**config.mk**
```make
export PLATFORM = sky130hd
export DESIGN_NAME = tas_seq
export DESIGN_NICKNAME = d
export VERILOG_FILES = /design/src/logic/tas_pacer.v /design/src/logic/tas_seq.v
export VERILOG_INCLUDE_DIRS = /design/src /design/src/logic
export SDC_FILE = /design/constraint.sdc
export NUM_CORES = 2
export LEC_CHECK = 0
export BUFFER_PORTS_ARGS = -buffer_cell sky130_fd_sc_hd__buf_2
export CAP_MARGIN = 15
export CORE_MARGIN = 5
export CORE_UTILIZATION = 59
export DETAILED_ROUTE_END_ITERATION = 8
export GPL_ROUTABILITY_DRIVEN = 0
export GPL_TIMING_DRIVEN = 0
export HOLD_SLACK_MARGIN = 0.05
export PLACE_DENSITY = 0.79
export RECOVER_POWER = 25
export SETUP_SLACK_MARGIN = 0.3
export SLEW_MARGIN = 0
export SYNTH_ARGS = -nofsm -noshare
export SYNTH_HDL_FRONTEND = slang
export SYNTH_SLANG_ARGS = --single-unit
export TNS_END_PERCENT = 20
```
**constraint.sdc**
```tcl
create_clock -name clock -period 10.3 [get_ports clock]
set_input_delay 1.545 -clock clock [delete_from_list [all_inputs] [get_ports clock]]
set_output_delay 1.545 -clock clock [all_outputs]
set_load 0.02 [all_outputs]
```
**src/logic/tas_map.vh**
```
// Register map, field positions, codes and timing for the acquisition sequencer
// Assumes a 32-bit AXI4-Lite register bus and a 10 MHz clock
`ifndef TAS_MAP_VH
`define TAS_MAP_VH
// Byte addresses
`define TAS_A_CMD 8'h00
`define TAS_A_MODE 8'h04
`define TAS_A_CHCFG 8'h08
`define TAS_A_CNTPRE 8'h0c
`define TAS_A_CNTPOST 8'h10
`define TAS_A_CNTSTOP 8'h14
`define TAS_A_INTNORM 8'h18
`define TAS_A_INTACQ 8'h1c
`define TAS_A_TRIG 8'h20
`define TAS_A_TERM 8'h24
`define TAS_A_POLL 8'h28
`define TAS_A_BUF 8'h2c
`define TAS_A_BLK 8'h30
`define TAS_A_ISTAT 8'h34
`define TAS_A_IMASK 8'h38
// Command register bits
`define TAS_CMD_EXEC 0
`define TAS_CMD_TRIGON 1
`define TAS_CMD_RDBLK 2
`define TAS_CMD_STOP 3
`define TAS_CMD_PORST 4
// Trigger sources
`define TAS_SRC_NONE 8'h00
`define TAS_START_CMD 8'h01
`define TAS_START_EXT 8'h02
`define TAS_STOP_CMD 8'h01
`define TAS_STOP_COUNT 8'h08
`define TAS_MODE_LINE 4'h0
// Poll byte bits
`define TAS_POLL_TRIG 1
`define TAS_POLL_READY 2
// Interrupt bits
`define TAS_IRQ_TRIG 0
`define TAS_IRQ_BLOCK 1
`define TAS_IRQ_READY 2
`define TAS_IRQ_OVF 3
// Reset values
`define TAS_STERM_RST 8'h0a
`define TAS_BTERM_RST 8'h0a
// Trigger register flag positions
`define TAS_TRIG_REARM 16
`define TAS_TRIG_SYNC 17
`define TAS_RESP_OK 2'b00
`define TAS_RESP_ERR 2'b10
// Timing
`define TAS_CLK_NS 100
`define TAS_TENTH_NS 100000000
`define TAS_READY_NS 2000000
`endif

```
**src/logic/tas_pacer.v**
```verilog
// Scan pacer: one tick per programmed interval in tenths of a second
// Assumes the caller holds run high while a sequence is active
`timescale 1ns/100ps
module tas_pacer #(
	parameter TENTH_CYC = 1000000,
	parameter IW = 24
)(
	input wire clock, // System clock
	input wire rst, // Synchronous reset
	input wire run, // Pacing enabled
	input wire restart, // Restart the interval now
	input wire [IW-1:0] interval, // Interval in tenths, zero is fast
	output reg tick_q // One-cycle scan tick
);
	reg [31:0] cyc_q;
	reg [IW-1:0] ten_q;
	// Interval counting; zero interval scans every cycle
	always @(posedge clock)
	begin
		if (rst | ~run | restart)
		begin
			cyc_q <= 32'h0;
			ten_q <= {IW{1'b0}};
			tick_q <= run & restart;
		end
		else if (interval == {IW{1'b0}})
		begin
			tick_q <= 1'b1;
		end
		else if (cyc_q == TENTH_CYC - 1)
		begin
			cyc_q <= 32'h0;
			if (ten_q == interval - 1'b1)
			begin
				ten_q <= {IW{1'b0}};
				tick_q <= 1'b1;
			end
			else
			begin
				ten_q <= ten_q + 1'b1;
				tick_q <= 1'b0;
			end
		end
		else
		begin
			cyc_q <= cyc_q + 32'h1;
			tick_q <= 1'b0;
		end
	end
endmodule // tas_pacer

```
**src/logic/tas_seq.v**
```verilog
// Triggered scan acquisition sequencer with AXI4-Lite registers
// Assumes one 10 MHz clock, a synchronous reset and an async trigger pin
// Operation
// - Ready bit set after reset, host polls
// - Mode chosen before scanning; zero is line-cycle
// - Channel command types a contiguous channel range
// - Three scan counts: pre, post, stop
// - Post count used only with count stop
// - Acquisition interval post; normal interval otherwise
// - Intervals given as time, tenths allowed
// - Zero post interval means fast scanning
// - Start on trigger-on command; stop on count
// - Auto re-arm after each completed acquisition
// - Sync flag restarts scan timing at trigger
// - Execute arms and starts pre-trigger scans
// - Separate scan and block terminators
// - Buffer status readable during and after
// - Block read returns oldest complete block
// - Clearing both sources disarms the sequencer
`timescale 1ns/100ps
`include "tas_map.vh"
module tas_seq #(
	parameter NCH = 48,
	parameter CW = 16,
	parameter IW = 24,
	parameter BDEPTH = 4,
	parameter BPW = 2,
	parameter TENTH_CYC = `TAS_TENTH_NS / `TAS_CLK_NS,
	parameter READY_CYC = `TAS_READY_NS / `TAS_CLK_NS
)(
	input wire clock, // System clock
	input wire rst, // Synchronous reset, high
	input wire [7:0] s_axi_awaddr, // Write address
	input wire s_axi_awvalid, // Write address valid
	output wire s_axi_awready, // Write address ready
	input wire [31:0] s_axi_wdata, // Write data
	input wire [3:0] s_axi_wstrb, // Write strobes
	input wire s_axi_wvalid, // Write data valid
	output wire s_axi_wready, // Write data ready
	output wire [1:0] s_axi_bresp, // Write response
	output wire s_axi_bvalid, // Write response valid
	input wire s_axi_bready, // Write response ready
	input wire [7:0] s_axi_araddr, // Read address
	input wire s_axi_arvalid, // Read address valid
	output wire s_axi_arready, // Read address ready
	output wire [31:0] s_axi_rdata, // Read data
	output wire [1:0] s_axi_rresp, // Read response
	output wire s_axi_rvalid, // Read data valid
	input wire s_axi_rready, // Read data ready
	input wire ext_trig, // External trigger pin
	output wire scan_pulse, // One scan taken
	output wire [7:0] scan_term, // Terminator after each scan
	output wire block_pulse, // Trigger block complete
	output wire [7:0] block_term, // Terminator after each block
	output wire [NCH*4-1:0] ch_types, // Sensor type per channel
	output wire irq // Interrupt, level high
);
	localparam ST_IDLE = 2'b00;
	localparam ST_PRE = 2'b01;
	localparam ST_POST = 2'b10;
	localparam ST_STOP = 2'b11;

	// Byte-lane merge of a write into a stored word
	function [31:0] merge;
		input [31:0] old;
		input [31:0] nw;
		input [3:0] strb;
		integer b;
		begin
			merge = old;
			for (b = 0; b < 4; b = b + 1)
				if (strb[b])
					merge[b*8 +: 8] = nw[b*8 +: 8];
		end
	endfunction

	// Mapped address check, shared by read and write
	function mapped;
		input [7:0] a;
		begin
			mapped = (a[1:0] == 2'b00) && (a <= `TAS_A_IMASK);
		end
	endfunction

	reg awready_q, wready_q, bvalid_q, arready_q, rvalid_q;
	reg aw_hold_q, w_hold_q;
	reg [7:0] aw_addr_q;
	reg [31:0] w_data_q;
	reg [3:0] w_strb_q;
	reg [1:0] bresp_q, rresp_q;
	reg [31:0] rdata_q;
	reg [1:0] state_q;
	reg [3:0] mode_q;
	reg mode_ok_q;
	reg [CW-1:0] cnt_pre_q, cnt_post_q, cnt_stop_q;
	reg [CW-1:0] pre_n_q, post_n_q, stop_n_q;
	reg [IW-1:0] int_norm_q, int_acq_q;
	reg [7:0] start_src_q, stop_src_q;
	reg rearm_q, sync_q;
	reg [7:0] sterm_q, bterm_q;
	reg [3:0] ch_type_q [0:NCH-1];
	reg [31:0] ready_cnt_q;
	reg ready_q, trig_seen_q, soft_q;
	reg [3:0] istat_q, imask_q;
	reg irq_q, scan_q, block_q;
	reg [CW-1:0] fifo_q [0:BDEPTH-1];
	reg [BPW-1:0] wp_q, rp_q;
	reg [BPW:0] blk_n_q;
	reg [CW+7:0] scans_q;
	reg [CW-1:0] blk_rd_q;
	reg ext1_q, ext2_q, ext3_q, ext_lvl_q, ext_old_q;
	reg [31:0] rd_word;
	wire wr_go = aw_hold_q & w_hold_q & ~bvalid_q;
	wire srst = rst | soft_q;
	wire [31:0] wd = merge(32'h0, w_data_q, w_strb_q);
	wire cmd_wr = wr_go && aw_addr_q == `TAS_A_CMD;
	wire trig_wr = wr_go && aw_addr_q == `TAS_A_TRIG;
	wire tick;
	wire ext_rise = ext_lvl_q & ~ext_old_q;
	wire start_ev = (start_src_q == `TAS_START_CMD && cmd_wr && wd[`TAS_CMD_TRIGON])
		|| (start_src_q == `TAS_START_EXT && ext_rise);
	wire stop_cmd = stop_src_q == `TAS_STOP_CMD && cmd_wr && wd[`TAS_CMD_STOP];
	wire done = state_q == ST_STOP && stop_n_q >= cnt_stop_q;
	wire pop = cmd_wr && wd[`TAS_CMD_RDBLK] && blk_n_q != 0;
	wire push = done && blk_n_q != BDEPTH;
	wire [CW-1:0] tally = pre_n_q + post_n_q + stop_n_q;

	assign s_axi_awready = awready_q;
	assign s_axi_wready = wready_q;
	assign s_axi_bvalid = bvalid_q;
	assign s_axi_bresp = bresp_q;
	assign s_axi_arready = arready_q;
	assign s_axi_rvalid = rvalid_q;
	assign s_axi_rdata = rdata_q;
	assign s_axi_rresp = rresp_q;
	assign scan_pulse = scan_q;
	assign block_pulse = block_q;
	assign scan_term = sterm_q;
	assign block_term = bterm_q;
	assign irq = irq_q;

	// Scan pacing; acquisition interval only while post-trigger
	tas_pacer #(.TENTH_CYC(TENTH_CYC), .IW(IW)) u_pacer (
		.clock(clock),
		.rst(srst),
		.run(state_q != ST_IDLE),
		.restart(state_q == ST_PRE && start_ev && sync_q),
		.interval(state_q == ST_POST ? int_acq_q : int_norm_q),
		.tick_q(tick)
	);

	// Write channel capture, either order, response after both
	always @(posedge clock)
	begin
		if (rst)
		begin
			aw_hold_q <= 1'b0;
			w_hold_q <= 1'b0;
			awready_q <= 1'b0;
			wready_q <= 1'b0;
			bvalid_q <= 1'b0;
			bresp_q <= `TAS_RESP_OK;
			aw_addr_q <= 8'h00;
			w_data_q <= 32'h0;
			w_strb_q <= 4'h0;
		end
		else
		begin
			if (s_axi_awvalid & awready_q)
			begin
				aw_addr_q <= s_axi_awaddr;
				aw_hold_q <= 1'b1;
				awready_q <= 1'b0;
			end
			else if (wr_go)
			begin
				aw_hold_q <= 1'b0;
			end
			else if (~aw_hold_q)
			begin
				awready_q <= 1'b1;
			end
			if (s_axi_wvalid & wready_q)
			begin
				w_data_q <= s_axi_wdata;
				w_strb_q <= s_axi_wstrb;
				w_hold_q <= 1'b1;
				wready_q <= 1'b0;
			end
			else if (wr_go)
			begin
				w_hold_q <= 1'b0;
			end
			else if (~w_hold_q)
			begin
				wready_q <= 1'b1;
			end
			if (wr_go)
			begin
				bvalid_q <= 1'b1;
				bresp_q <= mapped(aw_addr_q) ? `TAS_RESP_OK : `TAS_RESP_ERR;
			end
			else if (s_axi_bready)
			begin
				bvalid_q <= 1'b0;
			end
		end
	end

	// Read word selection
	always @*
	begin
		rd_word = 32'h0;
		if (s_axi_araddr == `TAS_A_MODE)
			rd_word = {28'h0, mode_q};
		else if (s_axi_araddr == `TAS_A_CNTPRE)
			rd_word = {{(32-CW){1'b0}}, cnt_pre_q};
		else if (s_axi_araddr == `TAS_A_CNTPOST)
			rd_word = {{(32-CW){1'b0}}, cnt_post_q};
		else if (s_axi_araddr == `TAS_A_CNTSTOP)
			rd_word = {{(32-CW){1'b0}}, cnt_stop_q};
		else if (s_axi_araddr == `TAS_A_INTNORM)
			rd_word = {{(32-IW){1'b0}}, int_norm_q};
		else if (s_axi_araddr == `TAS_A_INTACQ)
			rd_word = {{(32-IW){1'b0}}, int_acq_q};
		else if (s_axi_araddr == `TAS_A_TRIG)
			rd_word = {14'h0, sync_q, rearm_q, stop_src_q, start_src_q};
		else if (s_axi_araddr == `TAS_A_TERM)
			rd_word = {16'h0, bterm_q, sterm_q};
		else if (s_axi_araddr == `TAS_A_POLL)
			rd_word = {24'h0, 2'b00, state_q, 1'b0, ready_q, trig_seen_q, 1'b0};
		else if (s_axi_araddr == `TAS_A_BUF)
			rd_word = {{(8-BPW-1){1'b0}}, blk_n_q, scans_q};
		else if (s_axi_araddr == `TAS_A_BLK)
			rd_word = {{(32-CW){1'b0}}, blk_rd_q};
		else if (s_axi_araddr == `TAS_A_ISTAT)
			rd_word = {28'h0, istat_q};
		else if (s_axi_araddr == `TAS_A_IMASK)
			rd_word = {28'h0, imask_q};
	end

	// Read channel, answer one cycle after the address
	always @(posedge clock)
	begin
		if (rst)
		begin
			arready_q <= 1'b0;
			rvalid_q <= 1'b0;
			rdata_q <= 32'h0;
			rresp_q <= `TAS_RESP_OK;
		end
		else if (s_axi_arvalid & arready_q)
		begin
			arready_q <= 1'b0;
			rvalid_q <= 1'b1;
			rdata_q <= rd_word;
			rresp_q <= mapped(s_axi_araddr) ? `TAS_RESP_OK : `TAS_RESP_ERR;
		end
		else if (rvalid_q & s_axi_rready)
		begin
			rvalid_q <= 1'b0;
		end
		else if (~rvalid_q)
		begin
			arready_q <= 1'b1;
		end
	end

	// Trigger pin: three stages, level moves when stages two and three agree
	always @(posedge clock)
	begin
		if (rst)
		begin
			ext1_q <= 1'b0;
			ext2_q <= 1'b0;
			ext3_q <= 1'b0;
			ext_lvl_q <= 1'b0;
			ext_old_q <= 1'b0;
		end
		else
		begin
			ext1_q <= ext_trig;
			ext2_q <= ext1_q;
			ext3_q <= ext2_q;
			if (ext2_q == ext3_q)
				ext_lvl_q <= ext3_q;
			ext_old_q <= ext_lvl_q;
		end
	end

	// Channel range typing, one slot per channel
	genvar gi;
	generate
		for (gi = 0; gi < NCH; gi = gi + 1)
		begin : g_ch
			always @(posedge clock)
			begin
				if (srst)
					ch_type_q[gi] <= 4'h0;
				else if (wr_go && aw_addr_q == `TAS_A_CHCFG
					&& gi + 1 >= wd[7:0] && gi + 1 <= wd[15:8])
					ch_type_q[gi] <= wd[19:16];
			end
			assign ch_types[gi*4 +: 4] = ch_type_q[gi];
		end
	endgenerate

	// Configuration registers and power-on reset command
	always @(posedge clock)
	begin
		if (srst)
		begin
			soft_q <= 1'b0;
			mode_q <= `TAS_MODE_LINE;
			mode_ok_q <= 1'b0;
			cnt_pre_q <= {CW{1'b0}};
			cnt_post_q <= {CW{1'b0}};
			cnt_stop_q <= {CW{1'b0}};
			int_norm_q <= {IW{1'b0}};
			int_acq_q <= {IW{1'b0}};
			start_src_q <= `TAS_SRC_NONE;
			stop_src_q <= `TAS_SRC_NONE;
			rearm_q <= 1'b0;
			sync_q <= 1'b0;
			sterm_q <= `TAS_STERM_RST;
			bterm_q <= `TAS_BTERM_RST;
			imask_q <= 4'h0;
		end
		else if (wr_go)
		begin
			soft_q <= cmd_wr && wd[`TAS_CMD_PORST];
			if (aw_addr_q == `TAS_A_MODE)
			begin
				mode_q <= wd[3:0];
				mode_ok_q <= 1'b1;
			end
			else if (aw_addr_q == `TAS_A_CNTPRE)
				cnt_pre_q <= wd[CW-1:0];
			else if (aw_addr_q == `TAS_A_CNTPOST)
				cnt_post_q <= wd[CW-1:0];
			else if (aw_addr_q == `TAS_A_CNTSTOP)
				cnt_stop_q <= wd[CW-1:0];
			else if (aw_addr_q == `TAS_A_INTNORM)
				int_norm_q <= wd[IW-1:0];
			else if (aw_addr_q == `TAS_A_INTACQ)
				int_acq_q <= wd[IW-1:0];
			else if (trig_wr)
			begin
				start_src_q <= wd[7:0];
				stop_src_q <= wd[15:8];
				rearm_q <= wd[`TAS_TRIG_REARM];
				sync_q <= wd[`TAS_TRIG_SYNC];
			end
			else if (aw_addr_q == `TAS_A_TERM)
			begin
				sterm_q <= wd[7:0];
				bterm_q <= wd[15:8];
			end
			else if (aw_addr_q == `TAS_A_IMASK)
				imask_q <= wd[3:0];
		end
		else
			soft_q <= 1'b0;
	end

	// Sequencer: idle, pre, post, stop, then complete
	always @(posedge clock)
	begin
		if (srst)
		begin
			state_q <= ST_IDLE;
			pre_n_q <= {CW{1'b0}};
			post_n_q <= {CW{1'b0}};
			stop_n_q <= {CW{1'b0}};
			trig_seen_q <= 1'b0;
			scan_q <= 1'b0;
			block_q <= 1'b0;
		end
		else
		begin
			scan_q <= tick && state_q != ST_IDLE;
			block_q <= done;
			if (trig_wr && wd[7:0] == `TAS_SRC_NONE && wd[15:8] == `TAS_SRC_NONE)
				state_q <= ST_IDLE;
			else
			case (state_q)
			ST_IDLE:
				if (cmd_wr && wd[`TAS_CMD_EXEC] && ready_q && mode_ok_q
					&& start_src_q != `TAS_SRC_NONE)
				begin
					state_q <= ST_PRE;
					pre_n_q <= {CW{1'b0}};
					trig_seen_q <= 1'b0;
				end
			ST_PRE:
			begin
				if (tick && pre_n_q < cnt_pre_q)
					pre_n_q <= pre_n_q + 1'b1;
				if (start_ev)
				begin
					state_q <= ST_POST;
					post_n_q <= {CW{1'b0}};
					trig_seen_q <= 1'b1;
				end
			end
			ST_POST:
				if ((stop_src_q == `TAS_STOP_COUNT && post_n_q >= cnt_post_q)
					|| stop_cmd)
				begin
					state_q <= ST_STOP;
					stop_n_q <= {CW{1'b0}};
				end
				else if (tick)
					post_n_q <= post_n_q + 1'b1;
			ST_STOP:
				if (done)
				begin
					state_q <= rearm_q ? ST_PRE : ST_IDLE;
					pre_n_q <= {CW{1'b0}};
					trig_seen_q <= 1'b0;
				end
				else if (tick)
					stop_n_q <= stop_n_q + 1'b1;
			default:
				state_q <= ST_IDLE;
			endcase
		end
	end

	// Block store: scan tallies of complete blocks, oldest read first
	always @(posedge clock)
	begin
		if (srst)
		begin
			wp_q <= {BPW{1'b0}};
			rp_q <= {BPW{1'b0}};
			blk_n_q <= {(BPW+1){1'b0}};
			scans_q <= {(CW+8){1'b0}};
			blk_rd_q <= {CW{1'b0}};
		end
		else
		begin
			if (push)
			begin
				fifo_q[wp_q] <= tally;
				wp_q <= wp_q + 1'b1;
			end
			if (pop)
			begin
				blk_rd_q <= fifo_q[rp_q];
				rp_q <= rp_q + 1'b1;
			end
			blk_n_q <= blk_n_q + {{BPW{1'b0}}, push} - {{BPW{1'b0}}, pop};
			scans_q <= scans_q + (push ? {8'h0, tally} : {(CW+8){1'b0}})
				- (pop ? {8'h0, fifo_q[rp_q]} : {(CW+8){1'b0}});
		end
	end

	// Ready bit after the settle time following any reset
	always @(posedge clock)
	begin
		if (srst)
		begin
			ready_cnt_q <= 32'h0;
			ready_q <= 1'b0;
		end
		else if (ready_cnt_q == READY_CYC - 1)
			ready_q <= 1'b1;
		else
			ready_cnt_q <= ready_cnt_q + 32'h1;
	end

	// Sticky events, write one to clear, set wins
	always @(posedge clock)
	begin
		if (srst)
		begin
			istat_q <= 4'h0;
			irq_q <= 1'b0;
		end
		else
		begin
			istat_q <= (istat_q & ~((wr_go && aw_addr_q == `TAS_A_ISTAT) ? wd[3:0] : 4'h0))
				| {done && ~push, ready_cnt_q == READY_CYC - 1 && ~ready_q,
				done, state_q == ST_PRE && start_ev};
			irq_q <= |(istat_q & imask_q);
		end
	end
endmodule // tas_seq

```
# Word-level counts from Yosys, hierarchy flattened
# Memories as Yosys holds them, arrays and structs flattened. A register that Yosys moved wholly into a read port is not among the register bits.
# Index checks and enable logic that the tools add are counted.
# classes
addsub	15
n_mul	0
n_div	0
magnitude_cmp	101
n_eq_ne	45
shifts	0
n_mux	256
n_bitwise	83
n_reduce_logical	168
# ops
op	count
two-way mux 27 bit	10
two-way mux 4 bit	51
two-way mux 16 bit	12
two-way mux 1 bit	164
>= comparator 6 x 8 -> 1 bit, first input constant	17
less-or-equal comparator 6 x 8 -> 1 bit, first input constant	17
>= comparator 5 x 8 -> 1 bit, first input constant	16
less-or-equal comparator 5 x 8 -> 1 bit, first input constant	16
logical AND 1 bit	125
== test 8 x 6 -> 1 bit, second input constant	11
adder 32 x 1 -> 32 bit, second input constant	2
== test 8 x 5 -> 1 bit, second input constant	8
>= comparator 4 x 8 -> 1 bit, first input constant	8
less-or-equal comparator 4 x 8 -> 1 bit, first input constant	8
case mux 16 bit (2 select lines)	2
OR 1 bit	51
adder 16 x 1 -> 16 bit, second input constant	3
two-way mux 24 bit	2
case mux 16 bit (3 select lines)	1
adder 16 bit	2
== test 32 x 15 -> 1 bit, second input constant	1
== test 32 x 20 -> 1 bit, second input constant	1
== test 8 x 4 -> 1 bit, second input constant	4
>= comparator 16 bit	2
other kinds (53)	134
# word_totals
regBits	418
latch_bits	0
mem_bits_rw	256
rom_bits	0
in_bits	60
output_inout_bits	252
word_cells	722
n_memories	2
# mem_list
name	words	width	read_ports	rd_ports_with_merged_regs	wr	line	rtl
ch_type_q	48	4	48	0	48	tas_seq.v:101	reg [3:0] ch_type_q [0:NCH-1];
fifo_q	4	16	1	1	1	tas_seq.v:106	reg [CW-1:0] fifo_q [0:BDEPTH-1];

# Depth between registers and ports, before layout
# logic_depth
depth_word	14
depth_mapped	23
ltp_nobuf	23

# Cells and area by module
# Synthesis repeated with hierarchy kept, for this count alone.
# hier_totals
cells_unflattened	3617
hier_area_um2	33011.7
# modules_own_cells
mod	instances	cells_per_inst	area_per_inst_um2	seq_area_each_um2
tas_seq	1	3167	29366.9	14814.2
tas_pacer	1	450	3644.7	1141.1

# Worst setup path before layout
# No wires, ideal clock.
# synth_timing
kind	reg2reg
startpoint	reg stop_n_q[7]
endpoint	reg scans_q[22]
setup_time_ns	0.072
t_arrival_ns	5.331
required_ns	10.228
path_slack_ns	4.898
stages_incl_launch_ff	21
n_path_buf	1
synth_period_minus_slack_ns	5.402
cell_sequence	dfxtp_1 -> ha_1 -> o21a_1 -> nor2_1 -> nor4_1 -> a21oi_1 -> nor3_1 -> clkbuf_1 -> nand2_1 -> fa_1 -> inv_1 -> fa_1 -> a211oi_1 -> o21bai_1 -> a31oi_1 -> o21ai_0 -> o41ai_2 -> o211ai_1 -> or3_1 -> a31oi_1 -> mux2i_1
# synth_between
elab_chain_len	6
word_cells_on_any_way	7
cone_classes	add/sub (3); order compare (1); mux (1); reduce/logical (2)
# synth_rtl
item	line	rtl
from (decl)	tas_seq.v:96	reg [CW-1:0] pre_n_q, post_n_q, stop_n_q;
from (signal assigned)	tas_seq.v:374	stop_n_q <= {CW{1'b0}};
from (signal assigned)	tas_seq.v:411	stop_n_q <= {CW{1'b0}};
from (signal assigned)	tas_seq.v:423	stop_n_q <= stop_n_q + 1'b1;
>= comparator 16 bit	tas_seq.v:123	wire done = state_q == ST_STOP && stop_n_q >= cnt_stop_q;
logical AND 1 bit	tas_seq.v:123	
logical AND 1 bit	tas_seq.v:125	wire push = done && blk_n_q != BDEPTH;
two-way mux 16 bit *	tas_seq.v:454	scans_q <= scans_q + (push ? {8'h0, tally} : {(CW+8){1'b0}})
adder 24 x 16 -> 24 bit *	tas_seq.v:454	
subtractor 24 x 16 -> 24 bit *	tas_seq.v:455	- (pop ? {8'h0, fifo_q[rp_q]} : {(CW+8){1'b0}});
to (signal assigned)	tas_seq.v:438	scans_q <= {(CW+8){1'b0}};
to (signal assigned)	tas_seq.v:454	
to (decl)	tas_seq.v:109	reg [CW+7:0] scans_q;
# Every way passes the cells marked *; elsewhere a longest branch is shown, timed or not.
# A chain may end at the register's enable or synchronous reset.

# Final worst setup path
# layout_timing
startpoint	reg cnt_stop_q[13]
endpoint	reg scans_q[22]
# layout_between
elab_chain_len	6
# layout_rtl
item	line	rtl
from (decl)	tas_seq.v:95	reg [CW-1:0] cnt_pre_q, cnt_post_q, cnt_stop_q;
from (signal assigned)	tas_seq.v:318	cnt_stop_q <= {CW{1'b0}};
from (signal assigned)	tas_seq.v:342	cnt_stop_q <= wd[CW-1:0];
>= comparator 16 bit	tas_seq.v:123	
logical AND 1 bit	tas_seq.v:123	
logical AND 1 bit	tas_seq.v:125	
two-way mux 16 bit	tas_seq.v:454	
adder 24 x 16 -> 24 bit	tas_seq.v:454	
subtractor 24 x 16 -> 24 bit	tas_seq.v:455	
# No other way between the ends.

==> results.sh <==
export IMPL_outcome="complete, but fails checks"
export IMPL_violations="design-rule violations"
export IMPL_use_met3_pct=8.83
export IMPL_grt_use_met2_pct=56.0
export IMPL_drv_slew=0
export IMPL_drc_errors=2
export IMPL_synthDominantCellAreaShare_pct=25.0
export IMPL_cts_tree="done"
export IMPL_pwr_share_comb_pct=8.1
export IMPL_skew_ns=0.0289
export IMPL_grt_ovfl_total=0
export IMPL_antenna_found_initial=7
export IMPL_min_delay_start="s_axi_rdata[7]$_SDFFE_PP0P_"
export IMPL_rsz0062_at_grt="false"
export IMPL_synth_seq_cells=669
export IMPL_worst_slew_pin_slew_ns=1.23
export IMPL_ys_flop_type="dfxtp_1"
export IMPL_path_depth=20
export IMPL_sw_frac_of_total_pct=24.3
export IMPL_post_route_min_period_ns=7.10
export IMPL_die_w_microns=247
export IMPL_synthAdderAreaFrac_pct=5.85
export IMPL_area_delta_synth_final_pct=13.5
export IMPL_startpoint="cnt_stop_q[13]$_SDFFE_PN0P_"
export IMPL_ir_drop_uv=135
export IMPL_p_seq_share_pct=48.4
export IMPL_antenna_left=0
export IMPL_crit_chain="inv_1 > ha_1 > nand4_1 > nor4_1 > a21oi_1 > nor3_1 > clkbuf_1 > nand2_1 > fa_1 > inv_1 > fa_1 > a211oi_1 > o21bai_1 > a31oi_1 > o21ai_0 > o41ai_2 > o211ai_1 > or3_1 > a31oi_1 > mux2i_1"
export IMPL_start_kind="flop"
export IMPL_p_leak_nw=13.4
export IMPL_vias=30000
export IMPL_crit_family="compound AO/OA/AOI/OAI gates"
export IMPL_via_per_inst=6.29
export IMPL_clk_pin_slew_ns=0.06
export IMPL_gr_usage_met1_pct=43.5
export IMPL_worstRegToRegCells=20
export IMPL_die_area_sq_mm=0.0609
export IMPL_grtUsageTotal_pct=35.4
export IMPL_htreeDepth=3
export IMPL_synth_async_reset_ratio_pct=0
export IMPL_arrival_ns=7.65
export IMPL_drv_cap=0
export IMPL_pwr_density_cell_mw_per_mm2=156
export IMPL_cts_root_buffer="clkbuf_16"
export IMPL_num_rows=86
export IMPL_cts_setup_buffers=0
export IMPL_drt_iter0_drc=3991
export IMPL_synth_largest_area_cell="dfxtp_1"
export IMPL_synth_mux_area_share_pct=3.20
export IMPL_max_freq_ghz=0.141
export IMPL_cts_hold_buffers=0
export IMPL_synth_xor_area_share_pct=4.37
export IMPL_clk_insertion_delay_late_ns=0.62
export IMPL_ff_latch_area_sq_mm=0.0160
export IMPL_fin_nets=4163
export IMPL_max_slew_margin_rel_pct=17.7
export IMPL_dr_pass1_iters=9
export IMPL_multi_input_area_sq_mm=0.0158
export IMPL_worstPathRequired_ns=10.85
export IMPL_synth_top_family_by_area="simple AND/OR/NAND/NOR gates"
export IMPL_syn_area_sq_mm=0.0331
export IMPL_hp_class="flop to flop"
export IMPL_regToRegStartpoint="cnt_stop_q[13]$_SDFFE_PN0P_"
export IMPL_p_int_mw=4.44
export IMPL_fin_cells=4772
export IMPL_busiest_layer="met2"
export IMPL_p_clk_share_pct=43.5
export IMPL_cts_buffers=68
export IMPL_io_pins=312
export IMPL_grt_pass1_vias=28000
export IMPL_ys_warn_count=0
export IMPL_num_fill_cells=4529
export IMPL_critPathCaptureType="flop"
export IMPL_slowest_delay_ns=0.93
export IMPL_core_area_sq_mm=0.0553
export IMPL_cts_resized=0
export IMPL_fin_tns_setup_ns=0
export IMPL_netlist_top_cells_count="694 x nor2_1, 413 x dfxtp_1, 307 x a21oi_1"
export IMPL_die_h_microns=247
export IMPL_switchingPower_mw=1.42
export IMPL_dp_hpwl_microns=84200
export IMPL_post_synth_num_cell_types=96
export IMPL_synth_simple_area_share_pct=21.2
export IMPL_crit_fanout=10
export IMPL_totalWireLength_microns=111000
export IMPL_worst_path_buf_inv=3
export IMPL_seq_area_frac_synth_pct=48.2
export IMPL_crit_type="flop to flop"
export IMPL_fin_crit_sh_pct=68.9
export IMPL_synth_compound_area_share_pct=13.0
export IMPL_worst_path_max_delay_cell="nor3_1"
export IMPL_grt_max_degree=17
export IMPL_io_buffers=293
export IMPL_grt_pass1_wl_microns=165000
export IMPL_avgRoutedWirePerCell_microns=23.3
export IMPL_finalSetupViolCount=0
export IMPL_cts_max_path_buffers=3
export IMPL_hold_viol_final=0
export IMPL_synthCells=3598
export IMPL_postSynthAreaPerCell_sq_um=9.19
export IMPL_synth_edf_count=256
export IMPL_yosys_cell_count_top_type="nor2_1"
export IMPL_cts_num_sinks=669
export IMPL_hold_depth=1
export IMPL_start_util_pct=59.8
export IMPL_layout_drive_gt1_share_pct=7.07
export IMPL_synth_area_leaders="dfxtp_1 25%, edfxtp_1 23%, nor2_1 7.9%"
export IMPL_dp_cells=4646
==> cell type report <==
cell class	instances	area share, %
sequential	669	42.5
multi-input combinational	2593	42.1
clock buffer	84	4.88
timing repair buffer	294	3.21
tap	748	2.49
buffer	206	2.27
inverter	136	1.36
clock inverter	36	1.19
antenna	6	0.0400
==> worst register-to-register path: stages, from the launching register on <==
cell and delay, ns:
dfxtp_1 0.42, inv_1 0.08, ha_1 0.30, nand4_1 0.13, nor4_1 0.58, a21oi_1 0.27
nor3_1 0.93, clkbuf_1 0.39, nand2_1 0.19, fa_1 0.51, inv_1 0.07, fa_1 0.50
a211oi_1 0.37, o21bai_1 0.22, a31oi_1 0.24, o21ai_0 0.21, o41ai_2 0.61, o211ai_1 0.24
or3_1 0.35, a31oi_1 0.22, mux2i_1 0.20
==> through the flow <==
step / cell area [sq um] / total power, mW / util (%) / hold slack [ns] / setup WS [ns]
final: 37500 / 5.87 / 67.9 / 0.450 / 3.20
after global routing: 37500 / 6.02 / 67.8 / 0.471 / 2.90
after CTS: 37800 / 5.86 / 68.3 / 0.452 / 3.42
after detailed placement: 35500 / 3.35 / 64.2 / 0.434 / 3.44
after global placement: 35500 / 3.35 / 64.2 / 0.430 / 3.56
after floorplan: 33100 / 3.20 / - / 0.414 / 4.90
==> cell usage in the layout, fill, tap and decap left out, types with 75 or more instances in the layout <==
master	n
nor2_1	694
nand2_1	284
inv_1	136
nand3_1	83
xnor2_1	75
o21ai_0	147
buf_2	83
clkbuf_1	403
xor2_1	90
ha_1	102
nor3_1	84
edfxtp_1	256
dfxtp_1	413
a21oi_1	307
==> cell families after synthesis <==
family | after synthesis
XOR/XNOR | 165
adder cells (fa/ha/maj) | 135
flip-flops | 669
buffers and inverters | 342
AND/OR/NAND/NOR | 1499
other | 1
AO/OA/AOI/OAI | 703
multiplexers | 84
==> layer usage <==
layer,vias up,wire length (microns),share of wire (%)
met2,2182,48700,44
met4,4,8980,8.1
li1,13400,-,-
met3,565,13900,13
met5,-,58,0.052
met1,13900,39300,35
==> power by group through the flow <==
stage	registers, mW	logic, mW	clock network, mW
after detailed placement	2.89	0.462	0
after CTS	2.84	0.467	2.56
after global placement	2.89	0.454	0
after floorplan	2.92	0.280	0
final	2.84	0.476	2.55
after global routing	2.84	0.511	2.67
==> final timing paths <==
check	to	slack, ns
setup / recovery	scans_q[22]$_SDFF_PN0_	3.20
hold / removal	s_axi_rdata[7]$_SDFFE_PP0P_	0.45
hold reg to reg	s_axi_rdata[7]$_SDFFE_PP0P_	0.45
setup reg to reg	scans_q[22]$_SDFF_PN0_	3.20
==> flip-flops by register name, indices dropped and copies added, names as in the netlist, 16 cells and up, named ones only <==
signal	cells
ch_type_q	192
fifo_q	64
ready_cnt_q	32
u_pacer.cyc_q	32
s_axi_rdata	27
int_acq_q	24
int_norm_q	24
scans_q	24
u_pacer.ten_q	24
w_data_q	24
blk_rd_q	16
cnt_post_q	16
cnt_pre_q	16
cnt_stop_q	16
post_n_q	16
pre_n_q	16
stop_n_q	16
Note: power is estimated with default switching activity, not from simulation.
